**src/famr_pkg.sv**
```systemverilog
// Purpose: constants and carriers for the fault/alert mask register bank
// Assumes: byte-wide command-code register access from a host interface
// Notes:   offsets are command codes, one byte per register
package famr_pkg;

	// ****************
	// register command codes
	// ****************
	localparam logic [7:0] ALERT_MASK_CMD   = 8'hf9;
	localparam logic [7:0] FAULT_MASK_CMD   = 8'hfa;
	localparam logic [7:0] SUMMARY_CMD      = 8'hfb;
	localparam logic [7:0] PHASE_STAT_CMD   = 8'hfc;

	// ****************
	// reset values and writable bits
	// ****************
	localparam logic [7:0] ALERT_MASK_RST   = 8'h00;
	localparam logic [7:0] FAULT_MASK_RST   = 8'h00;
	localparam logic [7:0] ALERT_MASK_WMASK = 8'hcd;
	localparam logic [7:0] FAULT_MASK_WMASK = 8'hcd;

	// ****************
	// field positions
	// ****************
	localparam int OVOLT_BIT  = 7;
	localparam int OCURR_BIT  = 6;
	localparam int COMM_BIT   = 3;
	localparam int AUXV_BIT   = 2;
	localparam int POWER_BIT  = 0;
	localparam int SUM_FAULT  = 7;
	localparam int SUM_ALERT  = 6;
	localparam int SUM_READY  = 4;
	localparam int PH4_BIT    = 5;
	localparam int PH3_BIT    = 4;
	localparam int PH2_BIT    = 3;
	localparam int PSAVE_BIT  = 2;

	// ****************
	// status source flags, one per maskable group
	// ****************
	typedef struct packed {
		logic outputVoltageStatus;
		logic outputCurrentStatus;
		logic commMemoryLogicStatus;
		logic auxVoltageMonitor;
		logic outputPower;
	} famr_src_t;

	typedef struct packed {
		logic       wrEn;
		logic       rdEn;
		logic [7:0] cmd;
		logic [7:0] wrData;
	} famr_req_t;

endpackage

```
**src/famr_regs.sv**
```systemverilog
// Purpose: alert/fault mask registers, summary and phase status
// Assumes: host interface decodes command codes into single-cycle strobes
// Notes:   alert and fault outputs are registered, one cycle behind sources
`timescale 1ns/10ps

// Function
// - alert mask bit 3 blocks alerts from comm/memory/logic status
// - alert mask bit 2 blocks alerts from aux voltage monitor limits
// - alert mask bit 0 blocks alerts from output power limit
// - fault mask bit 7 blocks faults from output voltage status
// - fault mask bit 6 blocks faults from output current status
// - fault mask bit 3 blocks faults from comm/memory/logic status
// - fault mask bit 0 blocks faults from output power limit
// - summary bit 5 is not power-good; it reads zero
// - phase status bit 5 shows fourth phase enabled
// - phase status bit 4 shows third phase enabled
// - phase status bit 3 shows second phase enabled
// - phase status bit 2 shows power-save input asserted
// - alert mask bits 7 and 6 block voltage and current alerts
module famr_regs (
	input  wire logic                 clk,
	input  wire logic                 reset,
	input  wire famr_pkg::famr_req_t  req,
	output logic [7:0]                rdData,
	output logic                      rdValid,
	input  wire famr_pkg::famr_src_t  alertSrc,
	input  wire famr_pkg::famr_src_t  faultSrc,
	input  wire logic                 ready,
	input  wire logic                 phase2En,
	input  wire logic                 phase3En,
	input  wire logic                 phase4En,
	input  wire logic                 powerSave_n,
	output logic                      alertOut,
	output logic                      faultOut
);

	// ****************
	// state
	// ****************
	logic [7:0] alertMask_r, alertMask_nxt;
	logic [7:0] faultMask_r, faultMask_nxt;
	logic       alert_r, alert_nxt, fault_r, fault_nxt;
	logic [7:0] rdData_r, rdData_nxt;
	logic       rdValid_r, rdValid_nxt;
	logic       psSync1_r, psSync2_r;
	logic [7:0] summary, phaseStat;

	// masked OR of sources; reserved bits never enter
	function automatic logic gate(input famr_pkg::famr_src_t s,
		input logic [7:0] m);
		gate = (s.outputVoltageStatus   & ~m[famr_pkg::OVOLT_BIT])
		     | (s.outputCurrentStatus   & ~m[famr_pkg::OCURR_BIT])
		     | (s.commMemoryLogicStatus & ~m[famr_pkg::COMM_BIT])
		     | (s.auxVoltageMonitor     & ~m[famr_pkg::AUXV_BIT])
		     | (s.outputPower           & ~m[famr_pkg::POWER_BIT]);
	endfunction

	// power-save pin comes from outside: two flops before use
	always_ff @(posedge clk) begin
		if (reset) begin
			psSync1_r <= 1'b0;
			psSync2_r <= 1'b0;
		end else begin
			psSync1_r <= ~powerSave_n;
			psSync2_r <= psSync1_r;
		end
	end

	// ****************
	// status composition
	// ****************
	always_comb begin
		summary = 8'h00; // bit 5 stays zero, power-good moved away
		summary[famr_pkg::SUM_FAULT] = fault_r;
		summary[famr_pkg::SUM_ALERT] = alert_r;
		summary[famr_pkg::SUM_READY] = ready;
		phaseStat = 8'h00;
		phaseStat[famr_pkg::PH4_BIT]   = phase4En;
		phaseStat[famr_pkg::PH3_BIT]   = phase3En;
		phaseStat[famr_pkg::PH2_BIT]   = phase2En;
		phaseStat[famr_pkg::PSAVE_BIT] = psSync2_r;
	end

	// ****************
	// next state
	// ****************
	always_comb begin
		alertMask_nxt = alertMask_r;
		faultMask_nxt = faultMask_r;
		if (req.wrEn && req.cmd == famr_pkg::ALERT_MASK_CMD)
			alertMask_nxt = req.wrData & famr_pkg::ALERT_MASK_WMASK;
		if (req.wrEn && req.cmd == famr_pkg::FAULT_MASK_CMD)
			faultMask_nxt = req.wrData & famr_pkg::FAULT_MASK_WMASK;
		// writes to status codes fall through untouched
		alert_nxt = gate(alertSrc, alertMask_r);
		fault_nxt = gate(faultSrc, faultMask_r);
		rdValid_nxt = req.rdEn;
		rdData_nxt = 8'h00;
		if (req.rdEn) begin
			case (req.cmd)
				famr_pkg::ALERT_MASK_CMD: rdData_nxt = alertMask_r;
				famr_pkg::FAULT_MASK_CMD: rdData_nxt = faultMask_r;
				famr_pkg::SUMMARY_CMD:    rdData_nxt = summary;
				famr_pkg::PHASE_STAT_CMD: rdData_nxt = phaseStat;
				default:                  rdData_nxt = 8'h00;
			endcase
		end
	end

	always_ff @(posedge clk) begin
		if (reset) begin
			alertMask_r <= famr_pkg::ALERT_MASK_RST;
			faultMask_r <= famr_pkg::FAULT_MASK_RST;
			alert_r     <= 1'b0;
			fault_r     <= 1'b0;
			rdData_r    <= 8'h00;
			rdValid_r   <= 1'b0;
		end else begin
			alertMask_r <= alertMask_nxt;
			faultMask_r <= faultMask_nxt;
			alert_r     <= alert_nxt;
			fault_r     <= fault_nxt;
			rdData_r    <= rdData_nxt;
			rdValid_r   <= rdValid_nxt;
		end
	end

	assign alertOut = alert_r;
	assign faultOut = fault_r;
	assign rdData   = rdData_r;
	assign rdValid  = rdValid_r;

	// ****************
	// checks
	// ****************
	alert_comm_a: assert property (@(posedge clk) disable iff (reset)
		alertMask_r[3] && !alertSrc.outputVoltageStatus &&
		!alertSrc.outputCurrentStatus && !alertSrc.auxVoltageMonitor &&
		!alertSrc.outputPower |=> !alertOut)
		else $error("comm status alert not masked");
	alert_aux_a: assert property (@(posedge clk) disable iff (reset)
		alertSrc == 5'b00010 |=> alertOut == !$past(alertMask_r[2]))
		else $error("aux monitor alert wrong");
	alert_pwr_a: assert property (@(posedge clk) disable iff (reset)
		alertSrc == 5'b00001 |=> alertOut == !$past(alertMask_r[0]))
		else $error("power alert wrong");
	fault_volt_a: assert property (@(posedge clk) disable iff (reset)
		faultSrc == 5'b10000 |=> faultOut == !$past(faultMask_r[7]))
		else $error("voltage fault wrong");
	fault_curr_a: assert property (@(posedge clk) disable iff (reset)
		faultSrc == 5'b01000 |=> faultOut == !$past(faultMask_r[6]))
		else $error("current fault wrong");
	fault_comm_a: assert property (@(posedge clk) disable iff (reset)
		faultSrc == 5'b00100 |=> faultOut == !$past(faultMask_r[3]))
		else $error("comm status fault wrong");
	fault_pwr_a: assert property (@(posedge clk) disable iff (reset)
		faultSrc == 5'b00001 |=> faultOut == !$past(faultMask_r[0]))
		else $error("power fault wrong");
	summary_pg_a: assert property (@(posedge clk) disable iff (reset)
		req.rdEn && req.cmd == famr_pkg::SUMMARY_CMD |=> !rdData[5])
		else $error("summary bit 5 set");
	phase_four_a: assert property (@(posedge clk) disable iff (reset)
		req.rdEn && req.cmd == famr_pkg::PHASE_STAT_CMD
		|=> rdData[5] == $past(phase4En))
		else $error("phase 4 status wrong");
	phase_three_a: assert property (@(posedge clk) disable iff (reset)
		req.rdEn && req.cmd == famr_pkg::PHASE_STAT_CMD
		|=> rdData[4] == $past(phase3En))
		else $error("phase 3 status wrong");
	phase_two_a: assert property (@(posedge clk) disable iff (reset)
		req.rdEn && req.cmd == famr_pkg::PHASE_STAT_CMD
		|=> rdData[3] == $past(phase2En))
		else $error("phase 2 status wrong");
	psave_sync_a: assert property (@(posedge clk) disable iff (reset)
		!powerSave_n [*3] ##0 req.rdEn && req.cmd == famr_pkg::PHASE_STAT_CMD
		|=> rdData[2])
		else $error("power save status wrong");
	alert_vi_a: assert property (@(posedge clk) disable iff (reset)
		alertSrc == 5'b10000 |=> alertOut == !$past(alertMask_r[7]))
		else $error("voltage alert wrong");
	alert_curr_a: assert property (@(posedge clk) disable iff (reset)
		alertSrc == 5'b01000 |=> alertOut == !$past(alertMask_r[6]))
		else $error("current alert wrong");
	// summary is captured a cycle before it shows, so compare old outputs
	summary_ro_a: assert property (@(posedge clk) disable iff (reset)
		req.rdEn && req.cmd == famr_pkg::SUMMARY_CMD
		|=> rdData[7] == $past(faultOut) && rdData[6] == $past(alertOut))
		else $error("summary fields wrong");
	ro_write_a: assert property (@(posedge clk) disable iff (reset)
		req.wrEn && (req.cmd == famr_pkg::SUMMARY_CMD ||
		req.cmd == famr_pkg::PHASE_STAT_CMD)
		|=> $stable(alertMask_r) && $stable(faultMask_r))
		else $error("status write changed a mask");
	mask_rsvd_a: assert property (@(posedge clk) disable iff (reset)
		(alertMask_r & ~famr_pkg::ALERT_MASK_WMASK) == 8'h00 &&
		(faultMask_r & ~famr_pkg::FAULT_MASK_WMASK) == 8'h00)
		else $error("reserved mask bit set");
	// a write lands whole except the reserved bits
	mask_wr_a: assert property (@(posedge clk) disable iff (reset)
		req.wrEn && req.cmd == famr_pkg::ALERT_MASK_CMD |=>
		alertMask_r == ($past(req.wrData) & famr_pkg::ALERT_MASK_WMASK))
		else $error("alert mask write wrong");
	rd_pulse_a: assert property (@(posedge clk) disable iff (reset)
		req.rdEn |=> rdValid)
		else $error("read reply missing");
	rd_idle_a: assert property (@(posedge clk) disable iff (reset)
		!req.rdEn |=> !rdValid && rdData == 8'h00)
		else $error("read data not idle");
	rd_unmapped_a: assert property (@(posedge clk) disable iff (reset)
		req.rdEn && (req.cmd < famr_pkg::ALERT_MASK_CMD ||
		req.cmd > famr_pkg::PHASE_STAT_CMD) |=> rdData == 8'h00)
		else $error("unmapped read not zero");

	alert_seen_c: cover property (@(posedge clk) disable iff (reset)
		alertOut);
	fault_seen_c: cover property (@(posedge clk) disable iff (reset)
		faultOut);
	mask_write_c: cover property (@(posedge clk) disable iff (reset)
		req.wrEn && req.cmd == famr_pkg::FAULT_MASK_CMD ##1 faultMask_r != 0);
	masked_src_c: cover property (@(posedge clk) disable iff (reset)
		alertSrc != 0 ##1 !alertOut);
	psave_read_c: cover property (@(posedge clk) disable iff (reset)
		req.rdEn && req.cmd == famr_pkg::PHASE_STAT_CMD && phaseStat[2]);

endmodule

```
**config.mk**
```make
export PLATFORM = sky130hd
export DESIGN_NAME = famr_regs
export DESIGN_NICKNAME = d
export VERILOG_FILES = /design/src/famr_pkg.sv /design/src/famr_regs.sv
export SDC_FILE = /design/constraint.sdc
export NUM_CORES = 1
export LEC_CHECK = 0
export ABC_AREA = 1
export BUFFER_PORTS_ARGS = -buffer_cell sky130_fd_sc_hd__buf_2
export CAP_MARGIN = 20
export CORE_ASPECT_RATIO = 0.7
export CORE_MARGIN = 1.5
export CORE_UTILIZATION = 41
export CTS_CLUSTER_DIAMETER = 30
export CTS_CLUSTER_SIZE = 16
export DETAILED_ROUTE_END_ITERATION = 8
export PLACE_DENSITY = 0.8
export RECOVER_POWER = 25
export SYNTH_ARGS = -nofsm -noshare
export SYNTH_HDL_FRONTEND = slang
export SYNTH_SLANG_ARGS = --single-unit
```
**constraint.sdc**
```tcl
create_clock -name clk -period 0.8 [get_ports clk]
set_input_delay 0.08 -clock clk [delete_from_list [all_inputs] [get_ports clk]]
set_output_delay 0.08 -clock clk [all_outputs]
set_load 0.01 [all_outputs]
```
Word level (Yosys, flattened, before mapping). Cells that the tools add are included.

Add/subtract/negate cells: 0. $mul: 0. Div/mod/pow operators: 0. Magnitude comparators: 0. Equality and inequality tests: 4. Shift-type cells: 0. Multiplexer cells: 1. Bitwise operators: 30. Reduce and logical (&&, ||, !) cells: 3.

Operator list (count): 8-bit equality test, second input constant (4); 8-bit case mux with 4 select lines (1); 1-bit inverter (12); 1-bit bitwise AND (10); 1-bit bitwise OR (8); 1-bit logical AND (2); 2-bit OR reduction (1).

Register bits: 23. Latch bits: 0. RAM bits: 0. ROM bits: 0. Input port bits: 35. Output and inout bits: 11. Word-level logic and storage cells: 46. Memories: 0.

Longest topological paths before layout. Gate-level depths: netlist of the first run.

Depth in word-level cells: 6. Depth in mapped cells: 7. Gate-level depth less buffers: 7.

Worst setup path before layout of the first run. OpenSTA, ideal clock, no wires.

Kind: input -> register. Start point: input req[15] (netlist bit). End point: register rdData_r[0], in the netlist rdData[0]. Setup time: 0.122 ns. Arrival: 0.701 ns. Data required time: 0.678 ns. Setup slack: -0.023 ns. Stages: 6. Buffers on the path: 0. Cell sequence: nand2_1 -> nor2_8 -> nand2_1 -> nand2_1 -> o21ai_1 -> nor2_1.

Longest elaborated chain between the ends: 2. Elaborated cells on any way between the ends: 5. Those cells by class: eq/ne: 4; mux: 1.

RTL lines: from (decl) (line famr_regs.sv:23) `input wire famr_pkg::famr_req_t req,`; 8-bit equality test (line famr_regs.sv:100) `case (req.cmd)`; 8-bit case mux with 4 select lines * (line famr_regs.sv:100); to (signal assigned) (line famr_regs.sv:123) `rdData_r <= rdData_nxt;`; to (decl) (line famr_regs.sv:43) `logic [7:0] rdData_r, rdData_nxt;`.

Every way passes the cells marked *; elsewhere a longest branch is shown, timed or not. A chain may end at the register's enable or synchronous reset.

Worst setup path after layout of the first run.
Start point: register fault_r, in the netlist faultOut. End point: output faultOut.

RTL lines: from (decl) (line famr_regs.sv:42) `logic alert_r, alert_nxt, fault_r, fault_nxt;`; from (signal assigned) (line famr_regs.sv:122) `fault_r <= fault_nxt;`; to (decl) (line famr_regs.sv:34) `output logic faultOut`.

No word-level cell between the ends.

==> reports/qor.txt, run 1 <==
Outcome = finished, violations left
Failing checks = negative hold slack, negative setup slack
Final setup fails = 13
Gpl congestion = 0.779
Worst r2r src = alertMask_r[3]
Site Rows = 14
Nets = 248
CP arrival = 0.79 ns
Psw = 0.463 mW
Worst-Skew Late Latency = 0.31 ns
Sequential-to-total area share from yosys stat = 43.0%
Clock Tree Buf Depth = 2
Final core utilization = 68.0%
Final cell count without fillers = 244
Post-Syn Area = 1020 µm²
Gr ovfl total = 0
Vias in the first global route = 1019
R2R depth = 5
Largest net degree at the start of global routing = 13
TritonCTS Sinks = 22
# DRC = 0
Simple-Gate Fraction of Synth Area = 43.2%
Area grow syn2layout = 50.1%
Hold slack = -0.00581 ns
Register share of total power = 56.7%
Initial DRC count = 58
Chip width = 62.7 µm
Mux share of post-synthesis cell area = 0%
Largest family of logic cells by synthesized area = simple AND/OR/NAND/NOR gates
Critical Path Sink Type = output port
Peak VDD IR = 1.12 mV
Compound-Gate Fraction of Synth Area = 4.65%
Core area = 2260 µm²
Crit path max-delay family = flip-flops
Crit path max fanout = 2
Max-slew violations = 0
Crit start category = register
Gate Count Post-Synth = 153
Worst Setup Path Type = register to output port
Antenna diode count = 0
WP buf/inv = 1
CTS tree = built
Fmax achieved = 1150 MHz
Adder-Cell Fraction of Synth Area = 0%
Final hold violation count = 1
Pleak = 0.807 nW
Worst Setup EP = faultOut
CP required = 0.72 ns
Initial Utilization = 45.3%
Post-synthesis xor/xnor area fraction = 0%
I/O Buffers = 41
CP Depth = 1
Initial antenna violation count = 0
Clock power share = 30.6%
Worst path slowest cell = dfxtp_2
Critical path launch point = faultOut
Top cells by area, synth = dfxtp_1 (43%), nand2_1 (16%), nor2_1 (13%)
Crit-path max cell delay = 0.38 ns
Fin area = 1540 µm²
DP Area = 1350 µm²
Synthesized flop and latch total = 22
H-tree depth = 1
Synth area leader = dfxtp_1
Reg clk slew, reported paths = 0.12 ns
DR WL met3 = 200 µm
RSZ-0062 raised after global routing = true
Routed WL per cell = 10.1 µm
Metal-1 WL = 1.17 mm
Comb pwr share = 12.7%
Inserted Clock Buffers = 3
Via density per instance = 4.52
Setup Skew = 0.00470 ns
Cell Chain, Critical Path = buf_6
Share of cells above drive strength 1 = 44.8%
Internal = 1.51 mW
Height of the die = 44.8 µm
Die Area = 2810 µm²
DR vias = 1102
Gr usage total = 18.7%
Top cell type's share of synthesized area = 43.0%
Number of distinct library cells after synthesis = 17
Average size of a mapped cell = 6.69 µm²
Drt pass-1 iters = 4
Post-DRT Antenna Nets = 0
DR top layer = met4
Dpl ws = -0.248 ns
Fin crit period = 0.870 ns
Cell count after placement = 237
Syn Nets = 188
Final HPWL from detailed placement = 1.87 mm
RR Endpoint = rdData[3]
Routed Wire Length = 2.47 mm
Pwr per Cell Area = 1290 nW/µm²
Sw frac = 23.4%
Root Driver = clkbuf_4
R2R Setup Slk = -0.01 ns
# IOs = 46
First-pass GRT wire length = 4.08 mm
Max_cap viols = 0
Worst setup margin = -0.0698 ns
Class of the worst hold path = primary input to register
Routed met2 length = 1.05 mm
Syn. warnings = 0
Fin crit share = 109%
==> Yosys cell counts <==
master	n
nand2_1	44
nor2_1	35
dfxtp_1	22
inv_1	18
nand3_1	14
a21oi_1	4
o21ai_1	3
nand2_2	2
nand3_2	2
nor2_4	2
a21boi_1	1
buf_4	1
buf_6	1
clkinv_1	1
conb_1	1
nor2_8	1
o21ai_0	1
==> registers in the layout, indices dropped and copies added (netlist names) <==
signal / cells
psSync2_r: 1
alertMask_r: 5
rdData: 7
rdValid: 1
psSync1_r: 1
alertOut: 1
faultOut: 1
faultMask_r: 5
==> worst min-delay path by stage <==
stage / start / endpoint / slack, ns / depth (start not counted)
2_1_floorplan: reset / psSync1_r / 0.15 / 1
3_3_place_gp: powerSave_n / psSync1_r / 0.24 / 2
3_5_place_dp: powerSave_n / psSync1_r / 0.24 / 2
4_1_cts: alertSrc[0] / alertOut / 0.002 / 3
5_1_grt: phase4En / rdData[5] / 0.01 / 3
6_report: req[3] / faultMask_r[3] / -0.006 / 3
==> power groups by stage <==
stage / registers (mW) / logic, mW / clock network [mW]
detailed placement: 1.14 / 0.212 / 0
global route: 1.12 / 0.279 / 0.667
CTS: 1.12 / 0.240 / 0.616
finish: 1.12 / 0.252 / 0.606
floorplan: 1.14 / 0.0837 / 0
global placement: 1.14 / 0.210 / 0
==> cell usage in the layout, fill, tap and decap left out, drive strengths merged <==
cell type    count
a21boi           1
a21oi            4
buf             53
clkbuf           5
clkinv           1
conb             1
dfxtp           22
dlygate4sd3      3
inv             18
nand2           46
nand3           16
nor2            38
o21ai            4
==> metrics by stage <==
stage               total power, mW  hold slack [ns]  TNS [ns]
floorplan                      1.23            0.147         0
global placement               1.35            0.237     -3.01
detailed placement             1.35            0.241     -3.45
CTS                            1.97          0.00200    -0.469
global route                   2.07           0.0102    -0.914
finish                         1.98         -0.00581    -0.377
==> final cells by class <==
cell class / count / area, µm²
Timing Repair Buffer: 57 / 372
Multi-Input combinational cell: 110 / 564
Fill cell: 194 / 723
Sequential cell: 22 / 453
Clock buffer: 4 / 36.3
Inverter: 19 / 71.3
Tap cell: 32 / 40.0
==> per-layer routing <==
metal / GRT usage (%) / vias up
li1: - / 585
met1: 22.3 / 464
met2: 32.9 / 47
met3: 5.99 / 6
met4: 6.22 / 0
met5: 0 / -
==> tightest hold or removal path: stages <==
cell and delay, ns:
buf_2 0.09, nor2_1 0.04, nor2_1 0.06
==> timing repair <==
action	in CTS	in global routing
setup buffers	0	0
hold buffers	3	0
gates resized for setup	21	20
endpoints found under the setup margin	13	20
hold endpoints to repair	2	0
pin swaps	7	8
==> kinds of logic (layout without fill, tap and decap cells) <==
| family | count (synthesis) | count (layout) |
|---|---|---|
| AND/OR/NAND/NOR | 100 | 100 |
| flip-flops | 22 | 22 |
| buffers and inverters | 21 | 80 |
| AO/OA/AOI/OAI | 9 | 9 |
| other | 1 | 1 |
(Power assumes the default switching activity.)
==> run 2: changes to the inputs <==
- PLACE_DENSITY: 0.8 -> 0.72
==> run 2 against run 1 <==
Compared with the run above:
- the flow finishes with violations (negative setup slack)
- sequential share of layout area fell by 1.3 points
- count of clock-buffer cells in the layout unchanged
- cell count increased by 2.5%
- die area unchanged
- critical path depth unchanged
- critical endpoint unchanged
- total power is 2.2% higher
- register-to-register slack worse by 0.03 ns
- clock power grew 3.3%
- wire length increased by 20%
==> reports/qor.txt, run 2 (synthesis results as in run 1) <==
Initial antenna violation count = 0 (unchanged)
Final setup fails = 13 (unchanged)
Routed Wire Length = 2.97 mm (was 2.47 mm)
Fin crit period = 0.862 ns (was 0.870 ns)
Pleak = 0.835 nW (was 0.807 nW)
Final HPWL from detailed placement = 2.09 mm (was 1.87 mm)
WP buf/inv = 1 (unchanged)
Fmax achieved = 1160 MHz (was 1150 MHz)
Nets = 254 (was 248)
Worst-Skew Late Latency = 0.31 ns (about the same)
Commonest non-fill, non-tap cells in the layout = nor2_1 (34), buf_2 (34), nand2_1 (32), nand2_2 (14), dfxtp_2 (14) (was buf_2 (36), nand2_1 (35), nor2_1 (34), inv_1 (13), dfxtp_1 (12))
Crit path max fanout = 2 (unchanged)
Vias in the first global route = 1116 (was 1019)
# IOs = 46 (unchanged)
Post-Route Setup TNS = -0.536 ns (was -0.377 ns)
# DRC = 0 (unchanged)
Worst Setup Path Type = register to output port (unchanged)
Drt pass-1 iters = 4 (unchanged)
Antenna diode count = 0 (unchanged)
Fin crit share = 108% (was 109%)
RSZ-0062 raised after global routing = true (unchanged)
Multi-input gate area = 572 µm² (was 564 µm²)
Share of cells above drive strength 1 = 48.6% (was 44.8%)
Crit start category = register (unchanged)
Gpl congestion = 0.796 (was 0.779)
Outcome = finished, violations left (unchanged)
Site Rows = 14 (unchanged)
Worst setup margin = -0.0621 ns (was -0.0698 ns)
FILL cells = 181 (was 194)
H-tree depth = 1 (unchanged)
Crit-path max cell delay = 0.37 ns (was 0.38 ns)
Max FFs per register = 7 (unchanged)
Root Driver = clkbuf_4 (unchanged)
Pwr per Cell Area = 1240 nW/µm² (was 1290 nW/µm²)
CTS tree = built (unchanged)
Failing checks = negative setup slack (was negative hold slack, negative setup slack)
Clock Tree Buf Depth = 2 (unchanged)
Initial Utilization = 45.3% (unchanged)
Max-slew violations = 0 (unchanged)
Worst path slowest cell = dfxtp_2 (unchanged)
Via density per instance = 4.72 (was 4.52)
DR vias = 1181 (was 1102)
FF+latch area = 458 µm² (was 453 µm²)
First-pass GRT wire length = 4.60 mm (was 4.08 mm)
Largest net degree at the start of global routing = 13 (unchanged)
Height of the die = 44.8 µm (unchanged)
Max_cap viols = 0 (unchanged)
Gr ovfl total = 0 (unchanged)
CP arrival = 0.78 ns (was 0.79 ns)
Peak VDD IR = 1.36 mV (was 1.12 mV)
Crit path max-delay family = flip-flops (unchanged)
Inserted Clock Buffers = 3 (unchanged)
Reg clk slew, reported paths = 0.12 ns (about the same)
Tot Pwr = 2.02 mW (was 1.98 mW)
Initial DRC count = 57 (was 58)
Area grow syn2layout = 58.7% (was 50.1%)
I/O Buffers = 41 (unchanged)
TritonCTS Sinks = 22 (unchanged)
Class of the worst hold path = primary input to register (unchanged)
Setup Skew = 0.000500 ns (was 0.00470 ns)
Gr usage total = 21.1% (was 18.7%)
Core area = 2260 µm² (unchanged)
Die Area = 2810 µm² (unchanged)
Chip width = 62.7 µm (unchanged)
CP required = 0.72 ns (about the same)
Cell Chain, Critical Path = buf_6 (unchanged)
Critical Path Sink Type = output port (unchanged)
Post-DRT Antenna Nets = 0 (unchanged)
Routed WL per cell = 11.9 µm (was 10.1 µm)
Final hold violation count = 0 (was 1)
-- run 2: area by class of cell --
cell class	count	area share, %
multi-input combinational	110	35.2
sequential	22	28.2
timing repair buffer	63	27.5
inverter	19	4.39
tap	32	2.47
clock buffer	4	2.23
-- run 2: path summary, 6_finish.rpt --
kind	from	end	slack [ns]	cells after the start
worst max-delay path	faultOut	faultOut	-0.06	1
worst min-delay path	req[0]	alertMask_r[0]	0.002	3
worst max register to register	alertMask_r[7]	rdData[7]	-0.04	5
worst min register to register	psSync1_r	psSync2_r	0.42	2
-- run 2: power breakdown --
part / internal, mW / switching, mW / total (mW)
Sequential: 1.11 / 0.00856 / 1.12
Combinational: 0.141 / 0.135 / 0.275
Clock: 0.278 / 0.348 / 0.626
Total: 1.53 / 0.491 / 2.02
-- run 2: timing repair --
| item | CTS | global route |
|---|---|---|
| hold buffers | 6 | 1 |
| setup buffers | 1 | 0 |
| pin swaps | 10 | 11 |
| hold endpoints to repair | 5 | 1 |
| endpoints found under the setup margin | 14 | 24 |
| gates resized for setup | 28 | 25 |
-- run 2: per-layer routing --
layer	GRT usage, %	vias up	part of all wire [%]
li1	-	596	-
met1	24.7	541	43
met2	40.4	42	51
met3	6.23	2	5.8
met4	2.67	0	0.34
met5	0	-	0
-- run 2: metrics by stage --
step / utilization (%) / std cells / hold slack [ns] / instance area, µm² / worst slack, ns
CTS: 68.0 / 249 / 0.00119 / 1540 / -0.0660
global route: 71.9 / 250 / 0.00491 / 1620 / -0.111
global placement: 60.2 / 238 / 0.236 / 1360 / -0.221
detailed placement: 60.2 / 238 / 0.238 / 1360 / -0.249
floorplan: - / 153 / 0.147 / 1030 / 0.0204
finish: 71.9 / 250 / 0.00248 / 1620 / -0.0621
==> run 3: changes to the inputs <==
- SETUP_SLACK_MARGIN: not set -> 0.2
==> run 3 against run 2 <==
Compared with the run above:
- the flow finishes with violations (negative hold slack, negative setup slack)
- first-iteration DRC count grew to 2.7 times the previous value
- fmax shrank 7.7%
- register-to-register slack lost 0.09 ns
- wire length grew 58%
- count of clock-buffer cells in the layout shrank 1
==> reports/qor.txt, run 3 (synthesis results as in run 1) <==
Core area = 2260 µm² (unchanged)
RSZ-0062 raised after global routing = true (unchanged)
Cell Chain, Critical Path = inv_2 -> nand2_1 -> nand3_2 -> a21oi_2 -> a21oi_2 (was buf_6)
Setup Skew = 0.0158 ns (was 0.000500 ns)
Inserted Clock Buffers = 3 (unchanged)
Fmax achieved = 1070 MHz (was 1160 MHz)
Initial antenna violation count = 0 (unchanged)
Root Driver = clkbuf_4 (unchanged)
Worst-Skew Late Latency = 0.34 ns (was 0.31 ns)
Crit-path max cell delay = 0.37 ns (about the same)
H-tree depth = 1 (unchanged)
Fin crit period = 0.934 ns (was 0.862 ns)
FILL cells = 91 (was 181)
Crit start category = register (unchanged)
Share of cells above drive strength 1 = 64.4% (was 48.6%)
Post-DRT Antenna Nets = 0 (unchanged)
Routed Wire Length = 4.69 mm (was 2.97 mm)
Max_cap viols = 0 (unchanged)
# hold bufs at CTS = 2 (was 6)
Largest net degree at the start of global routing = 14 (was 13)
Chip width = 62.7 µm (unchanged)
Max-slew violations = 0 (unchanged)
Class of the worst hold path = primary input to register (unchanged)
Routed WL per cell = 18.7 µm (was 11.9 µm)
Final setup fails = 14 (was 13)
Peak VDD IR = 1.14 mV (was 1.36 mV)
Worst path slowest cell = dfxtp_2 (unchanged)
CP required = 1.03 ns (was 0.72 ns)
Gr ovfl total = 0 (unchanged)
Max FFs per register = 7 (unchanged)
DR vias = 1422 (was 1181)
Fin crit share = 117% (was 108%)
CP arrival = 1.16 ns (was 0.78 ns)
Initial DRC count = 153 (was 57)
Gr usage total = 25.8% (was 21.1%)
Pleak = 0.968 nW (was 0.835 nW)
Final HPWL from detailed placement = 2.03 mm (was 2.09 mm)
Nets = 255 (was 254)
Drt pass-1 iters = 6 (was 4)
# DRC = 0 (unchanged)
Failing checks = negative hold slack, negative setup slack (was negative setup slack)
Dpl ws = -0.274 ns (was -0.249 ns)
Die Area = 2810 µm² (unchanged)
Worst setup margin = -0.134 ns (was -0.0621 ns)
Initial Utilization = 45.3% (unchanged)
TritonCTS Sinks = 22 (unchanged)
I/O Buffers = 41 (unchanged)
Final hold violation count = 4 (was 0)
Antenna diode count = 0 (unchanged)
Vias in the first global route = 1200 (was 1116)
Reg clk slew, reported paths = 0.14 ns (was 0.12 ns)
Clock Tree Buf Depth = 2 (unchanged)
Via density per instance = 5.67 (was 4.72)
CTS tree = built (unchanged)
# IOs = 46 (unchanged)
Hold slack = -0.0159 ns (was 0.00248 ns)
Commonest non-fill, non-tap cell in the layout = nor2_1
Most frequent CP cell = a21oi_2
Worst Setup Path Type = register to register (was register to output port)
Gpl congestion = 0.874 (was 0.796)
Critical Path Sink Type = register (was output port)
Pwr per Cell Area = 1230 nW/µm² (was 1240 nW/µm²)
Site Rows = 14 (unchanged)
Commonest non-fill, non-tap cells in the layout = nor2_1 (30), buf_2 (27), nand2_1 (23), buf_6 (18), dfxtp_2 (16) (was nor2_1 (34), buf_2 (34), nand2_1 (32), nand2_2 (14), dfxtp_2 (14))
Outcome = finished, violations left (unchanged)
Area grow syn2layout = 95.6% (was 58.7%)
Crit path max fanout = 2 (unchanged)
Height of the die = 44.8 µm (unchanged)
First-pass GRT wire length = 5.49 mm (was 4.60 mm)
-- run 3: cell count changes in the layout (fill, tap and decap cells not counted), sizes merged --
cell	before	now
nand3	16	18
bufinv	0	1
nor2	38	39
clkbuf	5	4
dlymetal6s4s	0	1
buf	55	58
dlygate4sd3	7	1
-- run 3: timing repair --
action,in CTS,in global routing
pin swaps,28,24
gates resized for setup,62,50
cloned,3,1
setup buffers,4,4
endpoints found under the setup margin,29,30
endpoints found under the hold margin,8,2
-- run 3: layer usage --
metal / wire length, µm / global-route usage (%) / up-vias
li1: - / - / 606
met1: 1750 / 29.7 / 627
met2: 2020 / 46.7 / 140
met3: 576 / 6.23 / 49
met4: 346 / 12.4 / 0
met5: 0 / 0 / -
-- run 3: report_power, final --
group | internal [mW] | total, mW | switching [mW] | leakage [nW]
Sequential | 1.11 | 1.12 | 0.00807 | 0.186
Clock | 0.508 | 0.897 | 0.389 | 0.0279
Combinational | 0.208 | 0.442 | 0.234 | 0.755
Total | 1.83 | 2.46 | 0.632 | 0.968
-- run 3: path summary, 6_finish.rpt --
check,start,to,slack (ns),cells past startpoint
max reg2reg,alertMask_r[7],alertOut,-0.13,5
min reg2reg,psSync1_r,psSync2_r,0.41,2
max,alertMask_r[7],alertOut,-0.13,5
min,req[6],faultMask_r[6],-0.02,3
-- run 3: final cells by class --
type,count,area (µm²),area share [%]
clock inverters,1,30.0,1.50
clock buffers,3,22.5,1.13
flip-flops and latches,22,460,23.0
repair buffers,61,552,27.6
well taps,32,40.0,2.00
multi-input cells,113,802,40.1
inverters,19,95.1,4.75
-- run 3: critical path, delay by kind of cell, from the launching register on --
family          cells  cell delay [ns]
flops               1             0.37
compound gates      2             0.22
simple gates        2             0.18
buf+inv             1             0.05
-- run 3: per-stage QoR --
stage	TNS, ns	power [mW]	cell area [µm²]	util, %	cells
global placement	-3.27	1.38	1400	62.1	233
CTS	-0.576	2.33	1740	77.0	246
finish	-1.06	2.46	2000	88.6	251
detailed placement	-3.70	1.39	1400	62.1	233
global route	-1.38	2.51	2000	88.6	251
floorplan	0	1.25	1100	-	153
